<file path="src/design/capstan_defines.vh">
/*
  constants for the capstan motor handshake block: state codes, field
  positions and the timing counts of the tachometer interval counter.
  assumes a 50 MHz clock; included by bare name from the design files.
*/
`ifndef CAPSTAN_DEFINES_VH
`define CAPSTAN_DEFINES_VH

// ------------------------------------------------------------
// clock and timing
// ------------------------------------------------------------
`define CLK_MHZ            50
`define TACH_CYC_PER_REV   8
`define TACH_TIMEOUT_US    2000
`define TACH_TIMEOUT_CYC   (`TACH_TIMEOUT_US * `CLK_MHZ)
`define TACH_CNT_W         17
`define SPEED_SLOW_PERIOD  17'h061a8
`define SPEED_FAST_PERIOD  17'h030d4
`define SPEED_TOL          17'h00400
`define RAMP_US            7000
`define RAMP_CYC           (`RAMP_US * `CLK_MHZ)
`define RAMP_CNT_W         19

// ------------------------------------------------------------
// sequencer states
// ------------------------------------------------------------
`define ST_IDLE   3'h0
`define ST_RAMP   3'h1
`define ST_SPEED  3'h2
`define ST_BRAKE  3'h3
`define ST_STALL  3'h4
`define ST_ACK    3'h5

// ------------------------------------------------------------
// status field positions (stopped, at-speed)
// ------------------------------------------------------------
`define STAT_STOPPED_BIT  1
`define STAT_ATSPEED_BIT  0
`define STAT_RAMP_BRAKE   2'h0
`define STAT_AT_SPEED     2'h1
`define STAT_STOPPED      2'h2
`define STAT_STALLED      2'h3

`endif

</file>
<file path="src/design/tach_timer.v">
/*
  tachometer interval timer: counts clock cycles between rising tach
  edges, reports each measured period and an overflow level.
  assumes the tach input is already synchronised to clock.
*/
`timescale 1ns/100ps
`include "capstan_defines.vh"

module tach_timer #(
  parameter TIMEOUT_CYC = `TACH_TIMEOUT_CYC
) (
  input  wire                    clock,
  input  wire                    reset,
  input  wire                    tach_sync,
  output reg                     period_valid_ff,
  output reg  [`TACH_CNT_W-1:0]  period_ff,
  output reg                     overflow_ff
);

  // ------------------------------------------------------------
  // edge detect and interval count
  // ------------------------------------------------------------
  reg                    tach_last_ff;  // previous tach level
  reg [`TACH_CNT_W-1:0]  count_ff;      // cycles since last edge
  wire                   tach_rise;     // one tach cycle completed

  assign tach_rise = tach_sync & ~tach_last_ff;

  // one count per tach cycle; eight per revolution, so speed is per period
  always @(posedge clock) begin
    if (reset) begin
      tach_last_ff    <= 1'b0;
      count_ff        <= {`TACH_CNT_W{1'b0}};
      period_valid_ff <= 1'b0;
      period_ff       <= {`TACH_CNT_W{1'b0}};
      overflow_ff     <= 1'b1;
    end else begin
      tach_last_ff    <= tach_sync;
      period_valid_ff <= 1'b0;
      if (tach_rise) begin
        period_ff       <= count_ff;
        period_valid_ff <= ~overflow_ff;
        count_ff        <= {`TACH_CNT_W{1'b0}};
        overflow_ff     <= 1'b0;
      end else if (count_ff == TIMEOUT_CYC[`TACH_CNT_W-1:0]) begin
        overflow_ff <= 1'b1;
      end else begin
        count_ff <= count_ff + 1'b1;
      end
    end
  end

endmodule

</file>
<file path="src/design/capstan_motor_handshake.v">
/*
  capstan motor handshake: host sequencer of the motor driver. takes run,
  direction and speed requests, reports stopped/at-speed status, drives
  the six commutation switches from three hall sensors.
  assumes all motor and host inputs are asynchronous to clock.
*/
// Contract
// - status pair encodes ramp, speed, stopped, stalled
// - run request clears stopped, starts motor
// - at-speed only after commanded speed reached
// - run withdrawn clears at-speed, starts braking
// - stopped set once motor at rest
// - stall sets both flags until run withdrawn
// - host withdraws run; at-speed clears, stopped stays
// - tachometer gives eight cycles per revolution
// - three hall sensors time winding commutation
// - interval counter overflow flags stall, brake end
`timescale 1ns/100ps
`include "capstan_defines.vh"

module capstan_motor_handshake #(
  parameter TIMEOUT_CYC = `TACH_TIMEOUT_CYC,
  parameter RAMP_CYC    = `RAMP_CYC
) (
  input  wire        clock,
  input  wire        reset,
  input  wire        run_request,
  input  wire        backward_dir,
  input  wire        speed_select,
  input  wire        tach_in,
  input  wire [2:0]  hall_in,
  output reg         stopped_flag,
  output reg         at_speed_flag,
  output reg  [2:0]  upper_drive,
  output reg  [2:0]  lower_drive
);

  // ------------------------------------------------------------
  // input synchronisers
  // ------------------------------------------------------------
  reg  [6:0]  sync1_ff;  // first stage, read only by second stage
  reg  [6:0]  sync2_ff;  // second stage, safe to use
  wire        run_s;     // synced run request
  wire        dir_s;     // synced direction
  wire        spd_s;     // synced speed select
  wire        tach_s;    // synced tachometer
  wire [2:0]  hall_s;    // synced hall sensors

  // two flops on every pin input
  always @(posedge clock) begin
    if (reset) begin
      sync1_ff <= 7'h00;
      sync2_ff <= 7'h00;
    end else begin
      sync1_ff <= {hall_in, tach_in, speed_select, backward_dir, run_request};
      sync2_ff <= sync1_ff;
    end
  end

  assign run_s  = sync2_ff[0];
  assign dir_s  = sync2_ff[1];
  assign spd_s  = sync2_ff[2];
  assign tach_s = sync2_ff[3];
  assign hall_s = sync2_ff[6:4];

  // ------------------------------------------------------------
  // tachometer timer
  // ------------------------------------------------------------
  wire                   period_valid;  // one pulse per tach cycle, none for the first edge after overflow
  wire [`TACH_CNT_W-1:0] period;        // last measured interval
  wire                   tach_ovf;      // no tach edge for timeout

  tach_timer #(
    .TIMEOUT_CYC (TIMEOUT_CYC)
  ) u_tach (
    .clock           (clock),
    .reset           (reset),
    .tach_sync       (tach_s),
    .period_valid_ff (period_valid),
    .period_ff       (period),
    .overflow_ff     (tach_ovf)
  );

  // ------------------------------------------------------------
  // sequencer registers
  // ------------------------------------------------------------
  reg  [2:0]               state_ff;      // host sequencer state
  reg  [2:0]               nxt_state;
  reg                      dir_ff;        // latched direction
  reg                      spd_ff;        // latched speed
  reg  [`RAMP_CNT_W-1:0]   ramp_cnt_ff;   // ramp grace timer
  reg  [`RAMP_CNT_W-1:0]   nxt_ramp_cnt;
  wire [`TACH_CNT_W-1:0]   target;        // commanded period
  wire                     in_window;     // measured period near target
  wire                     start;         // run newly requested

  assign target    = spd_ff ? `SPEED_FAST_PERIOD : `SPEED_SLOW_PERIOD;
  assign in_window = (period <= target + `SPEED_TOL) && (period + `SPEED_TOL >= target);
  assign start     = run_s && (state_ff == `ST_IDLE || state_ff == `ST_BRAKE);

  // direction and speed caught only on a start
  always @(posedge clock) begin
    if (reset) begin
      dir_ff <= 1'b0;
      spd_ff <= 1'b0;
    end else if (start) begin
      dir_ff <= dir_s;
      spd_ff <= spd_s;
    end
  end

  // ------------------------------------------------------------
  // next state
  // ------------------------------------------------------------
  always @* begin
    nxt_state    = state_ff;
    nxt_ramp_cnt = ramp_cnt_ff;
    case (state_ff)
      `ST_IDLE: begin
        if (run_s) begin
          nxt_state    = `ST_RAMP;
          nxt_ramp_cnt = {`RAMP_CNT_W{1'b0}};
        end
      end
      `ST_RAMP: begin
        if (!run_s) begin
          nxt_state = `ST_BRAKE;
        end else if (period_valid && in_window) begin
          nxt_state = `ST_SPEED;
        end else if (tach_ovf && ramp_cnt_ff == RAMP_CYC[`RAMP_CNT_W-1:0]) begin
          nxt_state = `ST_STALL;
        end else if (ramp_cnt_ff != RAMP_CYC[`RAMP_CNT_W-1:0]) begin
          nxt_ramp_cnt = ramp_cnt_ff + 1'b1;  // grace while spinning up
        end
      end
      `ST_SPEED: begin
        if (!run_s) begin
          nxt_state = `ST_BRAKE;
        end else if (tach_ovf) begin
          nxt_state = `ST_STALL;
        end
      end
      `ST_BRAKE: begin
        if (run_s) begin
          nxt_state    = `ST_RAMP;  // restart while braking
          nxt_ramp_cnt = {`RAMP_CNT_W{1'b0}};
        end else if (tach_ovf) begin
          nxt_state = `ST_IDLE;
        end
      end
      `ST_STALL: begin
        if (!run_s) begin
          nxt_state = `ST_ACK;
        end
      end
      `ST_ACK: begin
        nxt_state = `ST_IDLE;
      end
      default: begin
        nxt_state = `ST_IDLE;
      end
    endcase
  end

  // state register
  always @(posedge clock) begin
    if (reset) begin
      state_ff    <= `ST_IDLE;
      ramp_cnt_ff <= {`RAMP_CNT_W{1'b0}};
    end else begin
      state_ff    <= nxt_state;
      ramp_cnt_ff <= nxt_ramp_cnt;
    end
  end

  // ------------------------------------------------------------
  // status outputs
  // ------------------------------------------------------------
  reg [1:0] nxt_status;  // {stopped, at_speed}

  // status follows the next state so flags change with the state
  always @* begin
    case (nxt_state)
      `ST_IDLE:  nxt_status = `STAT_STOPPED;
      `ST_RAMP:  nxt_status = `STAT_RAMP_BRAKE;
      `ST_SPEED: nxt_status = `STAT_AT_SPEED;
      `ST_BRAKE: nxt_status = `STAT_RAMP_BRAKE;
      `ST_STALL: nxt_status = `STAT_STALLED;
      `ST_ACK:   nxt_status = `STAT_STOPPED;
      default:   nxt_status = `STAT_STOPPED;
    endcase
  end

  always @(posedge clock) begin
    if (reset) begin
      stopped_flag  <= 1'b1;
      at_speed_flag <= 1'b0;
    end else begin
      stopped_flag  <= nxt_status[`STAT_STOPPED_BIT];
      at_speed_flag <= nxt_status[`STAT_ATSPEED_BIT];
    end
  end

  // ------------------------------------------------------------
  // commutation
  // ------------------------------------------------------------
  reg [2:0] nxt_upper;  // high-side switches
  reg [2:0] nxt_lower;  // low-side switches
  reg [2:0] hall_eff;   // hall code, inverted for reverse

  // six-step table; reverse inverts the hall code
  always @* begin
    hall_eff  = dir_ff ? ~hall_s : hall_s;
    nxt_upper = 3'h0;
    nxt_lower = 3'h0;
    if (state_ff == `ST_BRAKE) begin
      nxt_upper = 3'h7;  // all upper on shorts windings
    end else if (state_ff == `ST_RAMP || state_ff == `ST_SPEED) begin
      case (hall_eff)
        3'h1: begin nxt_upper = 3'h1; nxt_lower = 3'h2; end
        3'h3: begin nxt_upper = 3'h1; nxt_lower = 3'h4; end
        3'h2: begin nxt_upper = 3'h2; nxt_lower = 3'h4; end
        3'h6: begin nxt_upper = 3'h2; nxt_lower = 3'h1; end
        3'h4: begin nxt_upper = 3'h4; nxt_lower = 3'h1; end
        3'h5: begin nxt_upper = 3'h4; nxt_lower = 3'h2; end
        default: begin nxt_upper = 3'h0; nxt_lower = 3'h0; end
      endcase
    end
  end

  always @(posedge clock) begin
    if (reset) begin
      upper_drive <= 3'h0;
      lower_drive <= 3'h0;
    end else begin
      upper_drive <= nxt_upper;
      lower_drive <= nxt_lower;
    end
  end

endmodule

</file>
<file path="config.mk">
export PLATFORM = sky130hd
export DESIGN_NAME = capstan_motor_handshake
export DESIGN_NICKNAME = d
export VERILOG_FILES = /design/src/design/tach_timer.v /design/src/design/capstan_motor_handshake.v
export VERILOG_INCLUDE_DIRS = /design/src /design/src/design
export SDC_FILE = /design/constraint.sdc
export NUM_CORES = 1
export LEC_CHECK = 0
export ABC_AREA = 1
export BUFFER_PORTS_ARGS = -buffer_cell sky130_fd_sc_hd__clkbuf_2
export CORE_AREA = 10 10 99 101
export CTS_BUF_LIST = sky130_fd_sc_hd__clkbuf_16
export DETAILED_ROUTE_END_ITERATION = 12
export DIE_AREA = 0 0 109 111
export PLACE_DENSITY = 0.74
export SYNTH_ARGS = -nofsm -noshare
export SYNTH_HDL_FRONTEND = slang
export SYNTH_SLANG_ARGS = --single-unit
</file>
<file path="constraint.sdc">
create_clock -name clock -period 2.3 [get_ports clock]
set_clock_uncertainty 0.1 [all_clocks]
set_input_delay 0.115 -clock clock [delete_from_list [all_inputs] [get_ports clock]]
set_output_delay 0.115 -clock clock [all_outputs]
set_load 0.05 [all_outputs]
</file>
==> results of run 1 <==
[cell families (layout without fill, tap and decap cells)]
kind of cell    count (synthesis)  after routing  synth area share, %
buf+inv                       115            156                11.08
xor+xnor                       21             21                4.334
fa+ha+maj                      17             17                5.012
simple gates                  267            268                29.22
flops                          83             83                39.15
compound gates                 80             80                11.20
[repair_timing]
item / CTS / global route
endpoints found under the hold margin: 7 / 0
setup buffers: 0 / 2
setup endpoints to repair: 0 / 23
hold buffers: 7 / 0
gates resized for setup: 0 / 30
[where the power goes]
| part | internal, mW | total (mW) | switching [mW] |
|---|---|---|---|
| registers | 1.47 | 1.50 | 0.0225 |
| logic | 0.0981 | 0.310 | 0.212 |
| clock network | 0.858 | 1.48 | 0.620 |
| total | 2.43 | 3.28 | 0.854 |
[stage by stage]
step,hold WS (ns),cells,worst slack [ns],power (mW)
after floorplan,0.1220,583,0.06528,1.736
after global placement,0.2084,703,0.1410,1.806
after detailed placement,0.2120,703,0.03496,1.813
after CTS,0.03410,726,0.003339,3.295
after global routing,0.06645,730,-0.08718,3.411
final,0.04077,730,0.05675,3.285
[area by class of cell]
| type | instances | share of cell area (%) |
|---|---|---|
| Sequential cell | 83 | 33.02 |
| Clock inverter | 7 | 1.661 |
| Timing Repair Buffer | 41 | 6.321 |
| Tap cell | 105 | 2.603 |
| Multi-Input combinational cell | 386 | 44.57 |
| Clock buffer | 9 | 4.462 |
| Inverter | 99 | 7.362 |
[critical path, cell delays in order, from the launching register on]
cell	delay, ns
dfxtp_2	0.33
buf_4	0.14
ha_1	0.28
nand2_2	0.06
nor2_4	0.12
nand3_2	0.11
or2_1	0.26
nand2_2	0.10
nand3_4	0.09
nand3_4	0.17
buf_6	0.17
nand3_1	0.07
a21oi_1	0.17
[layer usage]
metal	up-vias	routed length [um]
met1	1722	4175
met5	-	0
met2	91	4716
met3	22	466
met4	0	180
li1	1943	-
[flip-flops by register name (all words and copies together) (netlist names), 3 cells and up]
name,cells
lower_drive,3
ramp_cnt_ff,19
state_ff,3
sync1_ff,7
sync2_ff,7
u_tach.count_ff,17
u_tach.period_ff,17
upper_drive,3
[cell usage after synthesis, types with 3 or more instances]
cell type and instances:
nand2_1 105, inv_1 92, dfxtp_1 83, nor2_1 73, a21oi_1 29, nand3_1 26
o21ai_0 20, nor3_1 19, ha_1 17, nand4_1 16, nand3_2 13, xor2_1 11
a21oi_2 10, xnor2_1 10, clkbuf_1 9, o22ai_1 9, inv_2 6, nor4_1 6
buf_2 3
[how the worst max path moves through the flow]
stage / start / end / cells after the start / slack [ns]
final: spd_ff / ramp_cnt_ff[15] / 12 / 0.06
after global routing: spd_ff / ramp_cnt_ff[1] / 15 / -0.09
after CTS: spd_ff / ramp_cnt_ff[13] / 12 / 0.003
after detailed placement: u_tach.period_ff[11] / ramp_cnt_ff[15] / 13 / 0.03
after global placement: spd_ff / ramp_cnt_ff[13] / 12 / 0.14
after floorplan: u_tach.period_ff[11] / ramp_cnt_ff[10] / 14 / 0.07
==> metrics.cfg, run 1 <==
[run_status]
outcome = completed

[worst_setup_path]
path_class = register to register
cp-start-kind = register
worstRegToRegCells = 12
arrival_ns = 2.40
reg2reg_slack_ns = 0.06
cp_max_fo = 8
r2r_start = spd_ff
end_kind = register
rr_endpoint = ramp_cnt_ff[15]
required_ns = 2.46

[min_path]
hold_path_class = primary input to register
hold_path.startpoint = reset
hold_end = ramp_cnt_ff[9]
holdPathStages = 2

[route]
wl_per_cell_um = 13.07
first_pass_iters = 4
vias_per_cell = 5.175
ant_nets = 0
drt_iter0_markers = 133
drc = 0
drt-total-wl_mm = 9.538
vias = 3778

[die]
ios = 17
die_y_um = 111
die_w_um = 109
die_area_um2 = 12100
rows = 33
start_util_pct = 53.26
core_um2 = 7969

[yosys]
synth_ff_type = dfxtp_1
ys_seq_area_share_pct = 39.15
synth_area_leader_cell = dfxtp_1
ys_seq_elements = 83
async_flop_share_pct = 0
syn_avg_cell_area_um2 = 7.280
yosysWarnings = 0
synth-edff-count = 0
syn_inst = 583
synth_area_leaders = dfxtp_1 39%, nand2_1 9.3%, inv_1 8.1%, nor2_1 6.5%, ha_1 5.0%
synth_nets = 609
netlist_area_um2 = 4244
yosysTopAreaCellShare_pct = 39.15
synth_cell_types = 38

[timing]
finalSetupViolations = 0
drv_slew = 0
worstMarginPinSlew_ns = 0.6193
tns_ns = 0
slew_headroom_pct = 58.66
max_freq_mhz = 445.8
rsz0062_at_grt = yes
final_hold_viol_count = 0
timing.final.crit_share_pct = 97.53
period_needed_ns = 2.243

[place]
port_buffers = 16
placed_area_um2 = 4483
gp_congestion = 0.8909
detailed_place_hpwl_mm = 6.546

[cells_and_area]
area_growth_pct = 18.93
antenna_cells = 0
fin_util_pct = 63.34
layout_commonest_cell = nand2_1
final_cell_mix = 101 x nand2_1, 91 x inv_1, 79 x dfxtp_1
fin_area_um2 = 5047
multi_input_area_um2 = 2250
final_nets = 646
nFillCells = 676
regArea_um2 = 1667
layout-drive-gt1-share_pct = 17.60

[clock_tree]
tritoncts = yes
clock_path_buffers = 2
root_buffer = clkbuf_16
cts-buffers-inserted = 9
htreeDepth = 3
clk_pin_slew_ns = 0.06
clock_latency_ns = 0.34
clkSinkCount = 83

[global_routing]
grt_use_met2_pct = 27.41
grt_remaining_overflow = 0
grt_antenna_before_repair = 0
grt-busiest-layer = met2
grt_pass1_wl_mm = 16.49
grt_use_met1_pct = 19.69
grt_pass1_vias = 3668
track_usage_pct = 16.26
grt_max_degree = 28
met3_usage_pct = 4.128

[power_and_ir_drop]
irDropWorstVdd_uv = 527.2
powerDensity_nw_per_um2 = 650.8
power.leakage_nw = 2.020

[flow_run]
max_cap_viol_count = 0

Power figures use the tool's default switching activity.
==> inputs of run 2 (changes only) <==
--- a/config.mk
+++ b/config.mk
@@ -8,11 +8,11 @@
 export LEC_CHECK = 0
 export ABC_AREA = 1
 export BUFFER_PORTS_ARGS = -buffer_cell sky130_fd_sc_hd__clkbuf_2
-export CORE_AREA = 10 10 99 101
+export CORE_AREA = 10 10 96 98
 export CTS_BUF_LIST = sky130_fd_sc_hd__clkbuf_16
 export DETAILED_ROUTE_END_ITERATION = 12
-export DIE_AREA = 0 0 109 111
-export PLACE_DENSITY = 0.74
+export DIE_AREA = 0 0 106 108
+export PLACE_DENSITY = 0.76
 export SYNTH_ARGS = -nofsm -noshare
 export SYNTH_HDL_FRONTEND = slang
 export SYNTH_SLANG_ARGS = --single-unit
==> constraint.sdc (replaced) <==
create_clock -name clock -period 2.1 [get_ports clock]
set_clock_uncertainty 0.1 [all_clocks]
set_input_delay 0.105 -clock clock [delete_from_list [all_inputs] [get_ports clock]]
set_output_delay 0.105 -clock clock [all_outputs]
set_load 0.05 [all_outputs]
==> metrics.cfg, run 2 (synthesis results as in run 1) <==
[worst_setup_path]
cp_slowest_cell = dfxtp_4
required_ns = 2.24  ; -0.22 ns
r2r_start = u_tach.period_ff[11]
worstRegToRegCells = 14  ; +2
critPathLaunch = u_tach.period_ff[11]
end_kind = register
cp_cell_sequence = ha_4 -> nand3_2 -> xor2_1 -> ha_1 -> nand3_2 -> inv_1 -> nand2_1 -> nand3_2 -> nand3_4 -> nand3_4 -> nand2_8 -> nand2_1 -> nand2_1 -> nor2_1
arrival_ns = 2.33  ; -0.07 ns
cp_max_fo = 19  ; +11
cp-start-kind = register
cpPeakStageDelay_ns = 0.36  ; +0.03 ns
path_class = register to register

[route]
ant_nets = 0  ; unchanged
drc = 0  ; unchanged
drt-total-wl_mm = 9.960  ; +4.4%
first_pass_iters = 5  ; +1
wl_per_cell_um = 13.76  ; +5.3%
vias = 3864  ; +2.3%
vias_per_cell = 5.337  ; +3.1%
drt_iter0_markers = 182  ; +37%

[place]
place_ws_ns = -0.08159  ; -0.1166 ns
detailed_place_hpwl_mm = 6.561  ; +0.24%
gp_congestion = 0.9021  ; +1.3%
placed_area_um2 = 4502  ; +0.42%
port_buffers = 16  ; unchanged

[cells_and_area]
largest-register = ramp_cnt_ff
layout-drive-gt1-share_pct = 17.04  ; -0.56 points
largest_register_ffs = 19  ; unchanged
final_cell_mix = 101 x nand2_1, 91 x inv_1, 79 x dfxtp_1
reg_top3 = ramp_cnt_ff (19), u_tach.count_ff (17), u_tach.period_ff (17)
area_growth_pct = 18.57
layout_commonest_cell = nand2_1
fin_area_um2 = 5032  ; -0.30%
antenna_cells = 0  ; unchanged
final_nets = 643  ; -0.46%

[timing]
final_hold_viol_count = 0  ; unchanged
slew_headroom_pct = 60.78  ; +2.1 points
timing.final.crit_share_pct = 104.4  ; +6.9 points
rsz0062_at_grt = yes
tns_ns = -0.7018  ; -0.7018 ns
finalSetupViolations = 20  ; +20
hold_ws_ns = 0.3011  ; +0.2603 ns
fin_ws_ns = -0.09212  ; -0.1489 ns
drv_slew = 0  ; unchanged
period_needed_ns = 2.192  ; -0.05113 ns
max_freq_mhz = 456.2  ; +2.3%
worstMarginPinSlew_ns = 0.5869  ; -0.03235 ns

[die]
die_y_um = 108  ; -2.7%
rows = 32  ; -3.0%
die_area_um2 = 11450  ; -5.4%
core_um2 = 7447  ; -6.5%
ios = 17  ; unchanged
die_w_um = 106  ; -2.8%
start_util_pct = 56.99  ; +3.7 points

[power_and_ir_drop]
power.leakage_nw = 2.014  ; -0.30%
irDropWorstVdd_uv = 681.2  ; +29%
powerDensity_nw_per_um2 = 733.6  ; +13%
finalPower_mw = 3.692  ; +12%

[min_path]
holdPathStages = 2  ; unchanged
hold_path_class = register to register
hold_path.startpoint = sync1_ff[3]

[clock_tree]
tritoncts = yes
htreeDepth = 3  ; unchanged
cts-buffers-inserted = 9  ; unchanged
clock_latency_ns = 0.34  ; about the same
clock_path_buffers = 2  ; unchanged
clk_pin_slew_ns = 0.07  ; about the same
root_buffer = clkbuf_16
clkSinkCount = 83  ; unchanged

[global_routing]
grt_remaining_overflow = 0  ; unchanged
grt_antenna_before_repair = 0  ; unchanged
grt_max_degree = 35  ; +25%
grt_pass1_vias = 3791  ; +3.4%
track_usage_pct = 17.13  ; +0.87 points
grt_pass1_wl_mm = 16.50  ; about the same

[run_status]
outcome = finished with violations
failed_checks = setup timing

[flow_run]
max_cap_viol_count = 0  ; unchanged

-- run 2: path summary, 6_finish.rpt --
kind                         end  slack [ns]
hold / removal       sync2_ff[3]        0.30
hold reg to reg      sync2_ff[3]        0.30
setup reg to reg  ramp_cnt_ff[1]       -0.09
setup / recovery  ramp_cnt_ff[1]       -0.09
-- run 2: stage by stage --
stage               utilization, %  instances
global route                 67.57        724
CTS                          66.52        723
detailed placement           60.45        698
global placement             60.45        698
finish                       67.57        724
floorplan                        -        583
-- run 2: layout make-up --
class | instances | area (um^2)
clock buffer | 10 | 250.2
clock inverter | 6 | 75.07
fill | 611 | 2415
inverter | 99 | 371.6
multi-input combinational | 385 | 2218
sequential | 83 | 1674
tap | 102 | 127.6
timing repair buffer | 39 | 315.3
-- run 2: routing by layer --
metal	track usage (%)	vias to the layer above	routed length (um)
met3	2.974	19	403
met2	31.18	96	5138
met1	19.46	1807	4248
met5	0	-	0
met4	6.963	0	170
li1	-	1942	-
-- run 2: where the power goes --
part	switching [mW]	total, mW	leakage [nW]	internal, mW
Sequential	0.0249	1.64	0.676	1.61
Combinational	0.235	0.341	1.18	0.106
Clock	0.701	1.71	0.157	1.01
-- run 2: repair_timing --
item,4_1_cts,5_1_grt
endpoints found under the hold margin,8,0
cloned,0,1
hold buffers,8,0
setup endpoints to repair,23,25
gates resized for setup,8,14
buffers inserted,1,0
-- run 2: critical path: cells and delay by family (launching register included) --
family | cells | cell delay (ns)
xor gates and xnor gates | 1 | 0.15
adders and majority gates | 2 | 0.46
buffers and inverters | 1 | 0.04
DFF | 1 | 0.36
and+or+nand+nor | 10 | 0.95
